$ cat src/rtl/conv_pwm_pkg.sv
// constants for the converter pulse scheduler and its register block
package conv_pwm_pkg;
    // register addresses behind the register port
    localparam logic [7:0] ADDR_STATUS = 8'h00;
    localparam logic [7:0] ADDR_SETUP = 8'h01;
    localparam logic [7:0] ADDR_SLOT_MASK = 8'h02;
    localparam logic [7:0] ADDR_LOCK = 8'h03;
    // field positions
    localparam int STATUS_INIT_BIT = 0;
    localparam int STATUS_LOCK_BIT = 1;
    localparam int SETUP_CLK_SEL_BIT = 0;
    // reset values
    localparam logic [7:0] SLOT_MASK_RESET = 8'hff;
    localparam logic [7:0] SETUP_RESET = 8'h00;
    // lock register keys
    localparam logic [7:0] LOCK_KEY = 8'hca;
    localparam logic [7:0] UNLOCK_KEY = 8'h9c;
    // timing
    localparam int CLK_HZ = 40_000_000;
    localparam int INIT_TIME_MS = 20;
    localparam int INIT_CYCLES = INIT_TIME_MS * (CLK_HZ / 1000);
    localparam int READY_CYCLES = 64;
    localparam int SCHED_DIV = 4;
    localparam int SLOT_COUNT = 8;
endpackage : conv_pwm_pkg

$ cat src/rtl/converter_pwm_ctrl.sv
// converter pulse control with slot mask, lock, init flag and sample-ready pin
// Summary of operation
// - pulse scheduler runs at one quarter of the core input clock
// - one drive pulse per scheduling half period unless slot is masked
// - eight slots numbered zero to seven repeat in sequence
// - mask bit n governs slot n
// - mask bit one emits pulses, zero suppresses; all bits reset to one
// - slot mask lives in a software-writable 8-bit register
// - init status bit high about 20 ms after reset; host waits for zero
// - writing 0xca to the lock register protects configuration
// - new results drive the shared pin low for 64 input clocks
// - after reset the shared pin carries the sample-ready function
// - writing 0x9c to the lock register removes protection
// - setup bit 0 set puts the clock on the shared pin
`timescale 1ns/10ps
module converter_pwm_ctrl #(
    parameter int INIT_WAIT = conv_pwm_pkg::INIT_CYCLES,
    parameter int READY_LEN = conv_pwm_pkg::READY_CYCLES
) (
    input wire logic sys_clk,
    input wire logic rst_n,
    input wire logic reg_wr,
    input wire logic [7:0] reg_addr,
    input wire logic [7:0] reg_wdata,
    output logic [7:0] reg_rdata,
    input wire logic new_sample,
    output logic shared_clock_ready_pin,
    output logic converter_pulse
);
    import conv_pwm_pkg::*;

    localparam int IW = $clog2(INIT_WAIT + 1);
    localparam int RW = $clog2(READY_LEN + 1);
    localparam logic [IW-1:0] INIT_LOAD = IW'(INIT_WAIT);
    localparam logic [RW-1:0] READY_LOAD = RW'(READY_LEN);

    logic [7:0] converter_slot_mask;
    logic [7:0] setup;
    logic locked;
    logic [IW-1:0] init_cnt;
    logic [RW-1:0] ready_cnt;
    logic clk_toggle;
    logic [7:0] primary_status_word;
    logic sched_pulse;

    logic [7:0] next_converter_slot_mask;
    logic [7:0] next_setup;
    logic next_locked;
    logic [IW-1:0] next_init_cnt;
    logic [RW-1:0] next_ready_cnt;
    logic next_clk_toggle;
    logic [7:0] next_reg_rdata;
    logic next_pin;
    logic init_busy;
    logic cfg_wr_ok;

    function automatic logic addr_hit(input logic [7:0] a, input logic [7:0] target);
        addr_hit = (a == target);
    endfunction : addr_hit

    pwm_slot_scheduler #(
        .DIV(SCHED_DIV),
        .SLOTS(SLOT_COUNT)
    ) u_sched (
        .sys_clk(sys_clk),
        .rst_n(rst_n),
        .slot_mask(converter_slot_mask),
        .drive_pulse(sched_pulse),
        .slot()
    );

    // register block and init timer
    always_comb begin
        init_busy = (init_cnt != '0);
        next_init_cnt = init_busy ? IW'(init_cnt - 1'b1) : init_cnt;
        cfg_wr_ok = reg_wr && !init_busy && !locked;
        next_converter_slot_mask = converter_slot_mask;
        next_setup = setup;
        next_locked = locked;
        if (cfg_wr_ok && addr_hit(reg_addr, ADDR_SLOT_MASK)) begin
            next_converter_slot_mask = reg_wdata;
        end
        if (cfg_wr_ok && addr_hit(reg_addr, ADDR_SETUP)) begin
            next_setup = reg_wdata;
        end
        if (reg_wr && !init_busy && addr_hit(reg_addr, ADDR_LOCK)) begin
            if (reg_wdata == LOCK_KEY) begin
                next_locked = 1'b1;
            end else if (reg_wdata == UNLOCK_KEY) begin
                next_locked = 1'b0;
            end
        end
        primary_status_word = 8'h00;
        primary_status_word[STATUS_INIT_BIT] = init_busy;
        primary_status_word[STATUS_LOCK_BIT] = locked;
        case (reg_addr)
            ADDR_STATUS: next_reg_rdata = primary_status_word;
            ADDR_SETUP: next_reg_rdata = setup;
            ADDR_SLOT_MASK: next_reg_rdata = converter_slot_mask;
            ADDR_LOCK: next_reg_rdata = {7'h00, locked};
            default: next_reg_rdata = 8'h00;
        endcase
    end

    // shared pin: sample-ready pulse or clock output
    always_comb begin
        next_ready_cnt = ready_cnt;
        if (new_sample) begin
            next_ready_cnt = READY_LOAD;
        end else if (ready_cnt != '0) begin
            next_ready_cnt = RW'(ready_cnt - 1'b1);
        end
        next_clk_toggle = ~clk_toggle;
        if (setup[SETUP_CLK_SEL_BIT]) begin
            next_pin = next_clk_toggle;
        end else begin
            next_pin = (next_ready_cnt == '0);
        end
    end

    always_ff @(posedge sys_clk or negedge rst_n) begin
        if (!rst_n) begin
            converter_slot_mask <= SLOT_MASK_RESET;
            setup <= SETUP_RESET;
            locked <= 1'b0;
            init_cnt <= INIT_LOAD;
            ready_cnt <= '0;
            clk_toggle <= 1'b0;
            reg_rdata <= 8'h00;
            shared_clock_ready_pin <= 1'b1;
            converter_pulse <= 1'b0;
        end else begin
            converter_slot_mask <= next_converter_slot_mask;
            setup <= next_setup;
            locked <= next_locked;
            init_cnt <= next_init_cnt;
            ready_cnt <= next_ready_cnt;
            clk_toggle <= next_clk_toggle;
            reg_rdata <= next_reg_rdata;
            shared_clock_ready_pin <= next_pin;
            converter_pulse <= sched_pulse;
        end
    end

    a_lock_blocks: assert property (@(posedge sys_clk) disable iff (!rst_n)
        locked && reg_wr && addr_hit(reg_addr, ADDR_SLOT_MASK) |=> $stable(converter_slot_mask))
        else $error("mask written while locked");
    a_lock_key: assert property (@(posedge sys_clk) disable iff (!rst_n)
        reg_wr && !init_busy && addr_hit(reg_addr, ADDR_LOCK) && reg_wdata == LOCK_KEY |=> locked)
        else $error("lock key did not lock");
    a_unlock_key: assert property (@(posedge sys_clk) disable iff (!rst_n)
        reg_wr && !init_busy && addr_hit(reg_addr, ADDR_LOCK) && reg_wdata == UNLOCK_KEY |=> !locked)
        else $error("unlock key did not unlock");
    a_mask_write: assert property (@(posedge sys_clk) disable iff (!rst_n)
        reg_wr && !locked && !init_busy && addr_hit(reg_addr, ADDR_SLOT_MASK)
        |=> converter_slot_mask == $past(reg_wdata) ##1 reg_rdata == converter_slot_mask
            || !addr_hit($past(reg_addr), ADDR_SLOT_MASK))
        else $error("mask write lost");
    a_init_status: assert property (@(posedge sys_clk) disable iff (!rst_n)
        addr_hit(reg_addr, ADDR_STATUS) |=> reg_rdata[STATUS_INIT_BIT] == ($past(init_cnt) != '0))
        else $error("init flag wrong");
    a_ready_width: assert property (@(posedge sys_clk) disable iff (!rst_n)
        new_sample && !setup[SETUP_CLK_SEL_BIT] && !next_setup[SETUP_CLK_SEL_BIT]
        |=> !shared_clock_ready_pin [*8])
        else $error("ready pulse too short");
    a_ready_end: assert property (@(posedge sys_clk) disable iff (!rst_n)
        ready_cnt == RW'(1) && !new_sample && !setup[SETUP_CLK_SEL_BIT] |=> shared_clock_ready_pin)
        else $error("ready pulse too long");
    a_clock_mode: assert property (@(posedge sys_clk) disable iff (!rst_n)
        setup[SETUP_CLK_SEL_BIT] && $past(setup[SETUP_CLK_SEL_BIT])
        |=> shared_clock_ready_pin != $past(shared_clock_ready_pin))
        else $error("clock output not toggling");
    a_pulse_follow: assert property (@(posedge sys_clk) disable iff (!rst_n)
        converter_pulse == $past(sched_pulse))
        else $error("converter pulse not registered from scheduler");
    a_setup_lock: assert property (@(posedge sys_clk) disable iff (!rst_n)
        locked && reg_wr && addr_hit(reg_addr, ADDR_SETUP) |=> $stable(setup))
        else $error("setup written while locked");
    a_init_refuse: assert property (@(posedge sys_clk) disable iff (!rst_n)
        init_busy && reg_wr |=> $stable(converter_slot_mask) && $stable(setup) && $stable(locked))
        else $error("write accepted during init");
    c_lock_cycle: cover property (@(posedge sys_clk) disable iff (!rst_n)
        locked ##[1:100] !locked);
    c_ready_pulse: cover property (@(posedge sys_clk) disable iff (!rst_n)
        $fell(shared_clock_ready_pin) && !setup[SETUP_CLK_SEL_BIT]);
    c_init_done: cover property (@(posedge sys_clk) disable iff (!rst_n)
        $fell(init_busy));
endmodule : converter_pwm_ctrl

$ cat src/rtl/pwm_slot_scheduler.sv
// slot-gated drive pulse scheduler at a quarter of the core clock
`timescale 1ns/10ps
module pwm_slot_scheduler #(
    parameter int DIV = conv_pwm_pkg::SCHED_DIV,
    parameter int SLOTS = conv_pwm_pkg::SLOT_COUNT
) (
    input wire logic sys_clk,
    input wire logic rst_n,
    input wire logic [SLOTS-1:0] slot_mask,
    output logic drive_pulse,
    output logic [$clog2(SLOTS)-1:0] slot
);
    import conv_pwm_pkg::*;

    localparam int PW = $clog2(DIV);
    localparam int SW = $clog2(SLOTS);
    localparam logic [PW-1:0] PHASE_LAST = PW'(DIV - 1);

    logic [PW-1:0] phase;
    logic [SLOTS-1:0] active_mask;
    logic [PW-1:0] next_phase;
    logic [SW-1:0] next_slot;
    logic [SLOTS-1:0] next_active_mask;
    logic next_drive_pulse;

    always_comb begin
        next_phase = phase + 1'b1;
        next_slot = slot;
        next_active_mask = active_mask;
        if (phase == PHASE_LAST) begin
            next_phase = '0;
            next_slot = SW'(slot + 1'b1);
            next_active_mask = slot_mask;
        end
        // one pulse each half period of the scheduling clock
        next_drive_pulse = (phase[0] == 1'b0) && active_mask[slot];
    end

    always_ff @(posedge sys_clk or negedge rst_n) begin
        if (!rst_n) begin
            phase <= '0;
            slot <= '0;
            active_mask <= '1;
            drive_pulse <= 1'b0;
        end else begin
            phase <= next_phase;
            slot <= next_slot;
            active_mask <= next_active_mask;
            drive_pulse <= next_drive_pulse;
        end
    end

    a_pulse_gate: assert property (@(posedge sys_clk) disable iff (!rst_n)
        drive_pulse |-> $past(active_mask[slot]) && $past(phase[0]) == 1'b0)
        else $error("pulse in masked slot");
    a_slot_step: assert property (@(posedge sys_clk) disable iff (!rst_n)
        phase == PHASE_LAST |=> slot == SW'($past(slot) + 1'b1) && phase == '0)
        else $error("slot did not advance at boundary");
    a_mask_boundary: assert property (@(posedge sys_clk) disable iff (!rst_n)
        active_mask != $past(active_mask) |-> $past(phase) == PHASE_LAST)
        else $error("mask changed mid slot");
    a_pulse_spacing: assert property (@(posedge sys_clk) disable iff (!rst_n)
        drive_pulse |=> !drive_pulse)
        else $error("pulses back to back");
    c_full_slot: cover property (@(posedge sys_clk) disable iff (!rst_n)
        drive_pulse ##2 drive_pulse);
    c_masked_slot: cover property (@(posedge sys_clk) disable iff (!rst_n)
        phase == '0 && !active_mask[slot]);
endmodule : pwm_slot_scheduler

$ cat config.mk
export PLATFORM = sky130hd
export DESIGN_NAME = converter_pwm_ctrl
export DESIGN_NICKNAME = d
export VERILOG_FILES = /design/src/rtl/conv_pwm_pkg.sv /design/src/rtl/converter_pwm_ctrl.sv /design/src/rtl/pwm_slot_scheduler.sv
export SDC_FILE = /design/constraint.sdc
export NUM_CORES = 1
export LEC_CHECK = 0
export BUFFER_PORTS_ARGS = -buffer_cell sky130_fd_sc_hd__buf_2
export CELL_PAD_IN_SITES_DETAIL_PLACEMENT = 1
export CELL_PAD_IN_SITES_GLOBAL_PLACEMENT = 1
export CORE_MARGIN = 5
export CORE_UTILIZATION = 30
export CTS_BUF_LIST = sky130_fd_sc_hd__clkbuf_2 sky130_fd_sc_hd__clkbuf_4 sky130_fd_sc_hd__clkbuf_8
export CTS_CLUSTER_DIAMETER = 50
export DETAILED_ROUTE_END_ITERATION = 10
export PLACE_DENSITY_LB_ADDON = 0.05
export REMOVE_ABC_BUFFERS = 1
export SKIP_LAST_GASP = 1
export SYNTH_ARGS = -nofsm -noshare
export SYNTH_HDL_FRONTEND = slang
export SYNTH_HIERARCHICAL = 1
export SYNTH_SLANG_ARGS = --single-unit
$ cat constraint.sdc
create_clock -name sys_clk -period 5.9 [get_ports sys_clk]
set_input_delay 0 -clock sys_clk [delete_from_list [all_inputs] [get_ports sys_clk]]
set_output_delay 0 -clock sys_clk [all_outputs]
set_load 0.005 [all_outputs]
; ---- Word level (Yosys, flattened, before mapping)
; Index checks and enable logic that the tools add are counted.
[word_totals]
elab_cells = 49
output_inout_bits = 10
input_bits = 20
regBits = 69
[op_classes]
reduce_logical = 14
order_cmp = 1
n_bitwise = 2
n_addsub = 4
mux = 9
n_eq_ne = 6
[op_table]
columns = op, n
row1 = 8-bit one-hot mux with 4 select lines, 1
row2 = 20-bit nonzero test, 1
row3 = 20-bit by 1-bit subtractor with 20-bit output (second input constant), 1
row4 = 8-bit by 2-bit equality test with 1-bit output (second input constant), 2
row5 = 8-bit equality test (second input constant), 2
row6 = 7-bit two-way mux, 2
row7 = 8-bit by 1-bit equality test with 1-bit output (second input constant), 1
row8 = 8-bit zero test, 1
row9 = 7-bit zero test, 1
row10 = 7-bit nonzero test, 1
row11 = 7-bit by 1-bit subtractor with 7-bit output (second input constant), 1
row12 = 1-bit logical AND, 6
row13 = 3-bit by 4-bit < comparator with 1-bit output (second input constant), 1
row14 = 1-bit two-way mux, 4
row15 = 3-bit by 1-bit adder with 3-bit output (second input constant), 1
row16 = 1-bit binary-select mux with 3-bit select, 1
row17 = 2-bit by 1-bit adder with 2-bit output (second input constant), 1
row18 = 2-bit equality test (second input constant), 1
row19 = 1-bit zero test, 2
row20 = 2-bit two-way mux, 1
row21 = 1-bit inverter, 2
row22 = 2-bit AND reduction, 1
row23 = 2-bit nonzero test, 1

; ---- Longest topological paths before layout
[depth]
depth_word = 5
depth_mapped = 8
depth_no_buf = 7

; ---- Modules after synthesis
; Netlist, hierarchy kept.
[modules_own_cells]
columns = module, cells_each, area_each_um2, n_inst, seq_area_each_um2
row1 = converter_pwm_ctrl, 223, 2544.9, 1, 1395.1
row2 = pwm_slot_scheduler, 38, 590.6, 1, 360.3

; ---- Least setup slack after synthesis
; OpenSTA, ideal clock, no wires.
[synth_timing]
path_kind = register -> register
start = register init_cnt[0]
end = register setup[0]
synth_period_minus_slack_ns = 2.706
setup_time_ns = 0.125
path_slack_ns = 3.194
t_required_ns = 5.775
arrival_time_ns = 2.581
path_buffers = 0
path_stages_with_launch = 8
cell_sequence = dfrtp_1 > inv_1 > ha_1 > or3b_1 > or3_1 > or4b_4 > nor3b_4 > mux2_2
[synth_via]
elab_chain_cells = 5
[synth_lines]
columns = item, line_no
row1 = "start, declared", converter_pwm_ctrl.sv:40  ; logic [IW-1:0] init_cnt;
row2 = "start signal, assigned", converter_pwm_ctrl.sv:136  ; init_cnt <= next_init_cnt;
row3 = 20-bit nonzero test, converter_pwm_ctrl.sv:74  ; init_busy = (init_cnt != '0);
row4 = 1-bit zero test, converter_pwm_ctrl.sv:76  ; cfg_wr_ok = reg_wr && !init_busy && !locked;
row5 = 1-bit logical AND (2 in series), converter_pwm_ctrl.sv:76
row6 = 1-bit logical AND, converter_pwm_ctrl.sv:83  ; if (cfg_wr_ok && addr_hit(reg_addr, ADDR_SETUP)) begin
row7 = "end signal, assigned", converter_pwm_ctrl.sv:134  ; setup <= next_setup;
row8 = "end, declared", converter_pwm_ctrl.sv:38  ; logic [7:0] setup;
; Every way passes these cells.
; A chain may end at the register's enable or synchronous reset.

; ---- Worst setup path after layout
[layout_timing]
start = register init_cnt[0]
end = register setup[4]
; The elaborated chain is that of the path after synthesis.

==> results by group <==
Clock network
  • Root cell of the clock tree: clkbuf_8
  • Inserted Clock Buffers: 9
  • Number of H-tree levels: 3
  • CTS tree: built
  • Clock network latency to the later pin of the worst-skew pair: 350 ps
  • Post-CTS Setup Inserts: 0
  • Sink count of the clock tree: 69
  • Buffer depth of the longest clock path: 2
  • Clock input transition at the sequential cells of the worst setup and hold paths: approximately 80 ps

Min path
  • Classification of the worst-slack hold path: in2reg

Worst setup path
  • Library cell contributing the largest single delay on the critical path: or4b_4
  • Data arrival time of the critical path: roughly 3400 ps
  • Startpoint-to-endpoint class of the critical path: reg2reg
  • Startpoint class of the critical path: register
  • Stage delay of the slowest cell on the critical path: 640 ps
  • Endpoint required time on the critical path: 6140 ps
  • Worst-path maximum fanout: 11
  • Critical-path cell list: inv_1 -> ha_1 -> or3b_1 -> or3_1 -> or4b_4 -> nor3b_4 -> mux2_2
  • Critical path capture point type: register

Die
  • Die Wd: 112.2 um
  • Number of placement rows: 37
  • Effective utilization at floorplan: 30.51%
  • Count of boundary I/O pins: 30
  • Die height: about 110 um
  • Overall die area: approximately 13000 um^2
  • Floorplan core area: 10280 um^2

Yosys
  • Largest area contributor in the netlist: dfrtp_1
  • Count of distinct cell types in the synthesized netlist: 45
  • Post-synth ARST share: between 90% and 100%
  • Top cells by area in the synthesized netlist: dfrtp_1 37%, dfstp_2 19%, mux2_2 9.3%
  • Top_reg_cell synth: dfrtp_1
  • Number of flops mapped to enable cells by yosys: 0
  • Flop and latch count out of synthesis: 69
  • Synth Cell Area: 3136 um^2
  • Per-instance average area after synthesis: 12.01 um^2
  • Sequential share of the synthesized area: 55.99%
  • Area share of the leading cell type in the synthesized netlist: 36.71%
  • Cell count after synthesis: approximately 260
  • Warnings, synthesis: 6

Timing
  • Setup ws final: 2748 ps
  • TNS Setup: 0 ps
  • Unrepaired setup endpoints after global routing: false
  • Final period util: 53.42%
  • Max Clk Rate: between 300 and 400 MHz
  • Total setup violations reported at the end of the flow: 0
  • Final hold violation count: 0
  • Post-layout minimum cycle time: between 3000 and 4000 ps
  • Slew @ Worst Pin: approximately 900 ps
  • Hold WS: 149.3 ps
  • Max Slew Vio Count: 0
  • Worst Clk Skew: 15.19 ps
  • Worst max-slew margin expressed relative to the limit: 40.22%

Finish
  • Ratio of cells with drive above 1 in the final layout: 32.58%
  • Signed area change from the synthesized netlist to the final layout: 19.23%
  • Final Util: 36.38%
  • Antenna cells: 0
  • Net count reported at finish: 330

Pwr
  • Combinational share of power: around an eighth
  • Total net switching power: 284.8 uW
  • Sequential power share: 49.2%
  • Internal cell power: 769.3 uW
  • Static Leak: 0.001735 uW
  • Fraction of power spent switching nets: 27.02%
  • Maximum resistive drop on vdd: about 100 uV
  • Power per cell area: 282.0 nW/um^2
  • Power share of the clock group: 38.8%

Run
  • Count of max-cap constraint violations: 0

Routing
  • Iteration count of the initial detailed-routing pass: 4
  • Avg Vias per Cell: 4.861
  • Average wire per cell in the routed design: roughly 16 um
  • Vias: 2168
  • Wirelength, routed: 7074 um
  • DRC errors left: 0
  • Starting DRC count in detailed routing: 68
  • Residual antenna-violating net count after detailed routing: 0

Placed design
  • Worst slack at placement: 2749 ps
  • Final RePlAce weighted congestion: 0.7314
  • Placed wire-length estimate: 4962 um
  • # port buffers: 29

Global routing
  • Peak-usage layer in the global routing report: met2
  • Total routing resource utilization after global routing: 12.19%
  • Global-route wire length before repair: roughly 12000 um
  • Routing usage on met1: 16.10%
  • Met3 track demand over resource: between 3 and 4%
  • Pin count of the biggest net entering global routing: 70
  • Via count of the first global-routing pass: 2241
  • Antenna violations before repair: 0
  • Total grt overflow: 0
  • Met2 capacity usage during global routing: 19.35%

Outcome
  • Outcome: complete, no violations
-- synthesized netlist by cell type (2+ instances only) --
cell	count
a21o_1	2
a21oi_1	2
a22oi_1	6
a31oi_1	2
clkbuf_1	5
dfrtp_1	46
dfstp_2	23
ha_1	5
inv_1	8
mux2_2	26
mux2i_1	6
nand2_1	11
nand2b_1	3
nand3_1	4
nand4_1	2
nand4b_1	2
nor2_1	27
nor2b_1	4
nor3_1	14
nor3b_4	2
nor4_1	6
o21ai_0	10
o41ai_1	2
or3_1	7
or4_1	2
xnor2_1	12
xor2_1	4
-- metrics by stage --
stage               cells  total power [uW]  cell area (um^2)
floorplan             255             605.3              3112
global placement      420             650.3              3430
detailed placement    420             651.7              3430
CTS                   446              1079              3739
global route          446              1118              3739
finish                446              1054              3739
-- layer usage --
| metal | vias to the layer above | share of wire [%] |
|---|---|---|
| met5 | - | 0 |
| met4 | 0 | 0.57 |
| li1 | 1029 | - |
| met3 | 2 | 3.4 |
| met1 | 1104 | 48 |
| met2 | 33 | 48 |
-- critical path, delay by kind of cell (launching register included) --
family	cells	cell delay (ps)
adder cells (fa/ha/maj)	1	180
AND/OR/NAND/NOR	4	2000
multiplexers	1	390
flip-flops	1	410
buffers and inverters	1	70
-- flip-flops by register name, summed over array words and instances (netlist names) --
signal / cells
clk_toggle: 1
converter_pulse: 1
converter_slot_mask: 8
init_cnt: 20
locked: 1
ready_cnt: 7
reg_rdata: 8
setup: 8
shared_clock_ready_pin: 1
u_sched/active_mask: 8
u_sched/drive_pulse: 1
u_sched/phase: 2
u_sched/slot: 3
-- placed cells by master (no fill, tap or decap), drive strengths merged, types with 2 or more instances in the layout --
cell,n
nand3,4
clkbuf,11
or4,2
dfstp,23
a21o,2
a21oi,2
nand2,11
mux4,2
or3,7
xnor2,12
mux2i,6
a22oi,6
nor4,6
nand2b,3
nor3,15
inv,9
clkinv,3
ha,5
buf,29
nor2b,4
nor3b,2
o21ai,10
o41ai,2
nand4b,2
xor2,4
nor2,27
mux2,27
nand4,2
dfrtp,46
a31oi,2
dlygate4sd3,10
-- cell families after synthesis --
family	after synthesis	share of synthesized area, %
muxes	35	13.17
buffers and inverters	14	1.716
and+or+nand+nor	91	16.04
adders and majority gates	5	1.995
DFF	69	55.99
AOI/OAI and AO/OA	31	6.624
xor gates and xnor gates	16	4.469
-- repair_timing --
action	4_1_cts	5_1_grt
hold endpoints to repair	65	0
endpoints found under the setup margin	0	0
resized for setup	0	0
hold buffers	10	0
-- power by group through the flow --
stage                     registers (uW)  logic (uW)  clock network [uW]
after floorplan                      520        85.0                   0
after global placement               527         124                   0
after detailed placement             527         125                   0
after CTS                            519         131                 430
after global routing                 523         147                 448
final                                518         127                 409
-- worst paths after layout --
check | from | end | slack, ps | cells after the start
setup reg to reg | init_cnt[0] | setup[4] | 2750 | 7
hold reg to reg | u_sched/drive_pulse | converter_pulse | 360 | 0
hold / removal | reg_addr[0] | reg_rdata[1] | 150 | 4
min in group asynchronous | rst_n | init_cnt[15] | 300 | 2
setup / recovery | init_cnt[0] | setup[4] | 2750 | 7
max in group asynchronous | rst_n | reg_rdata[0] | 4990 | 2
-- cell type report --
class	count	area [um^2]
Multi-Input combinational cell	178	1326
Timing Repair Buffer	39	247.7
Sequential cell	69	1755
Fill cell	1141	6539
Clock inverter	5	57.56
Inverter	8	30.03
Clock buffer	11	151.4
Tap cell	136	170.2
(Power assumes the default switching activity.)
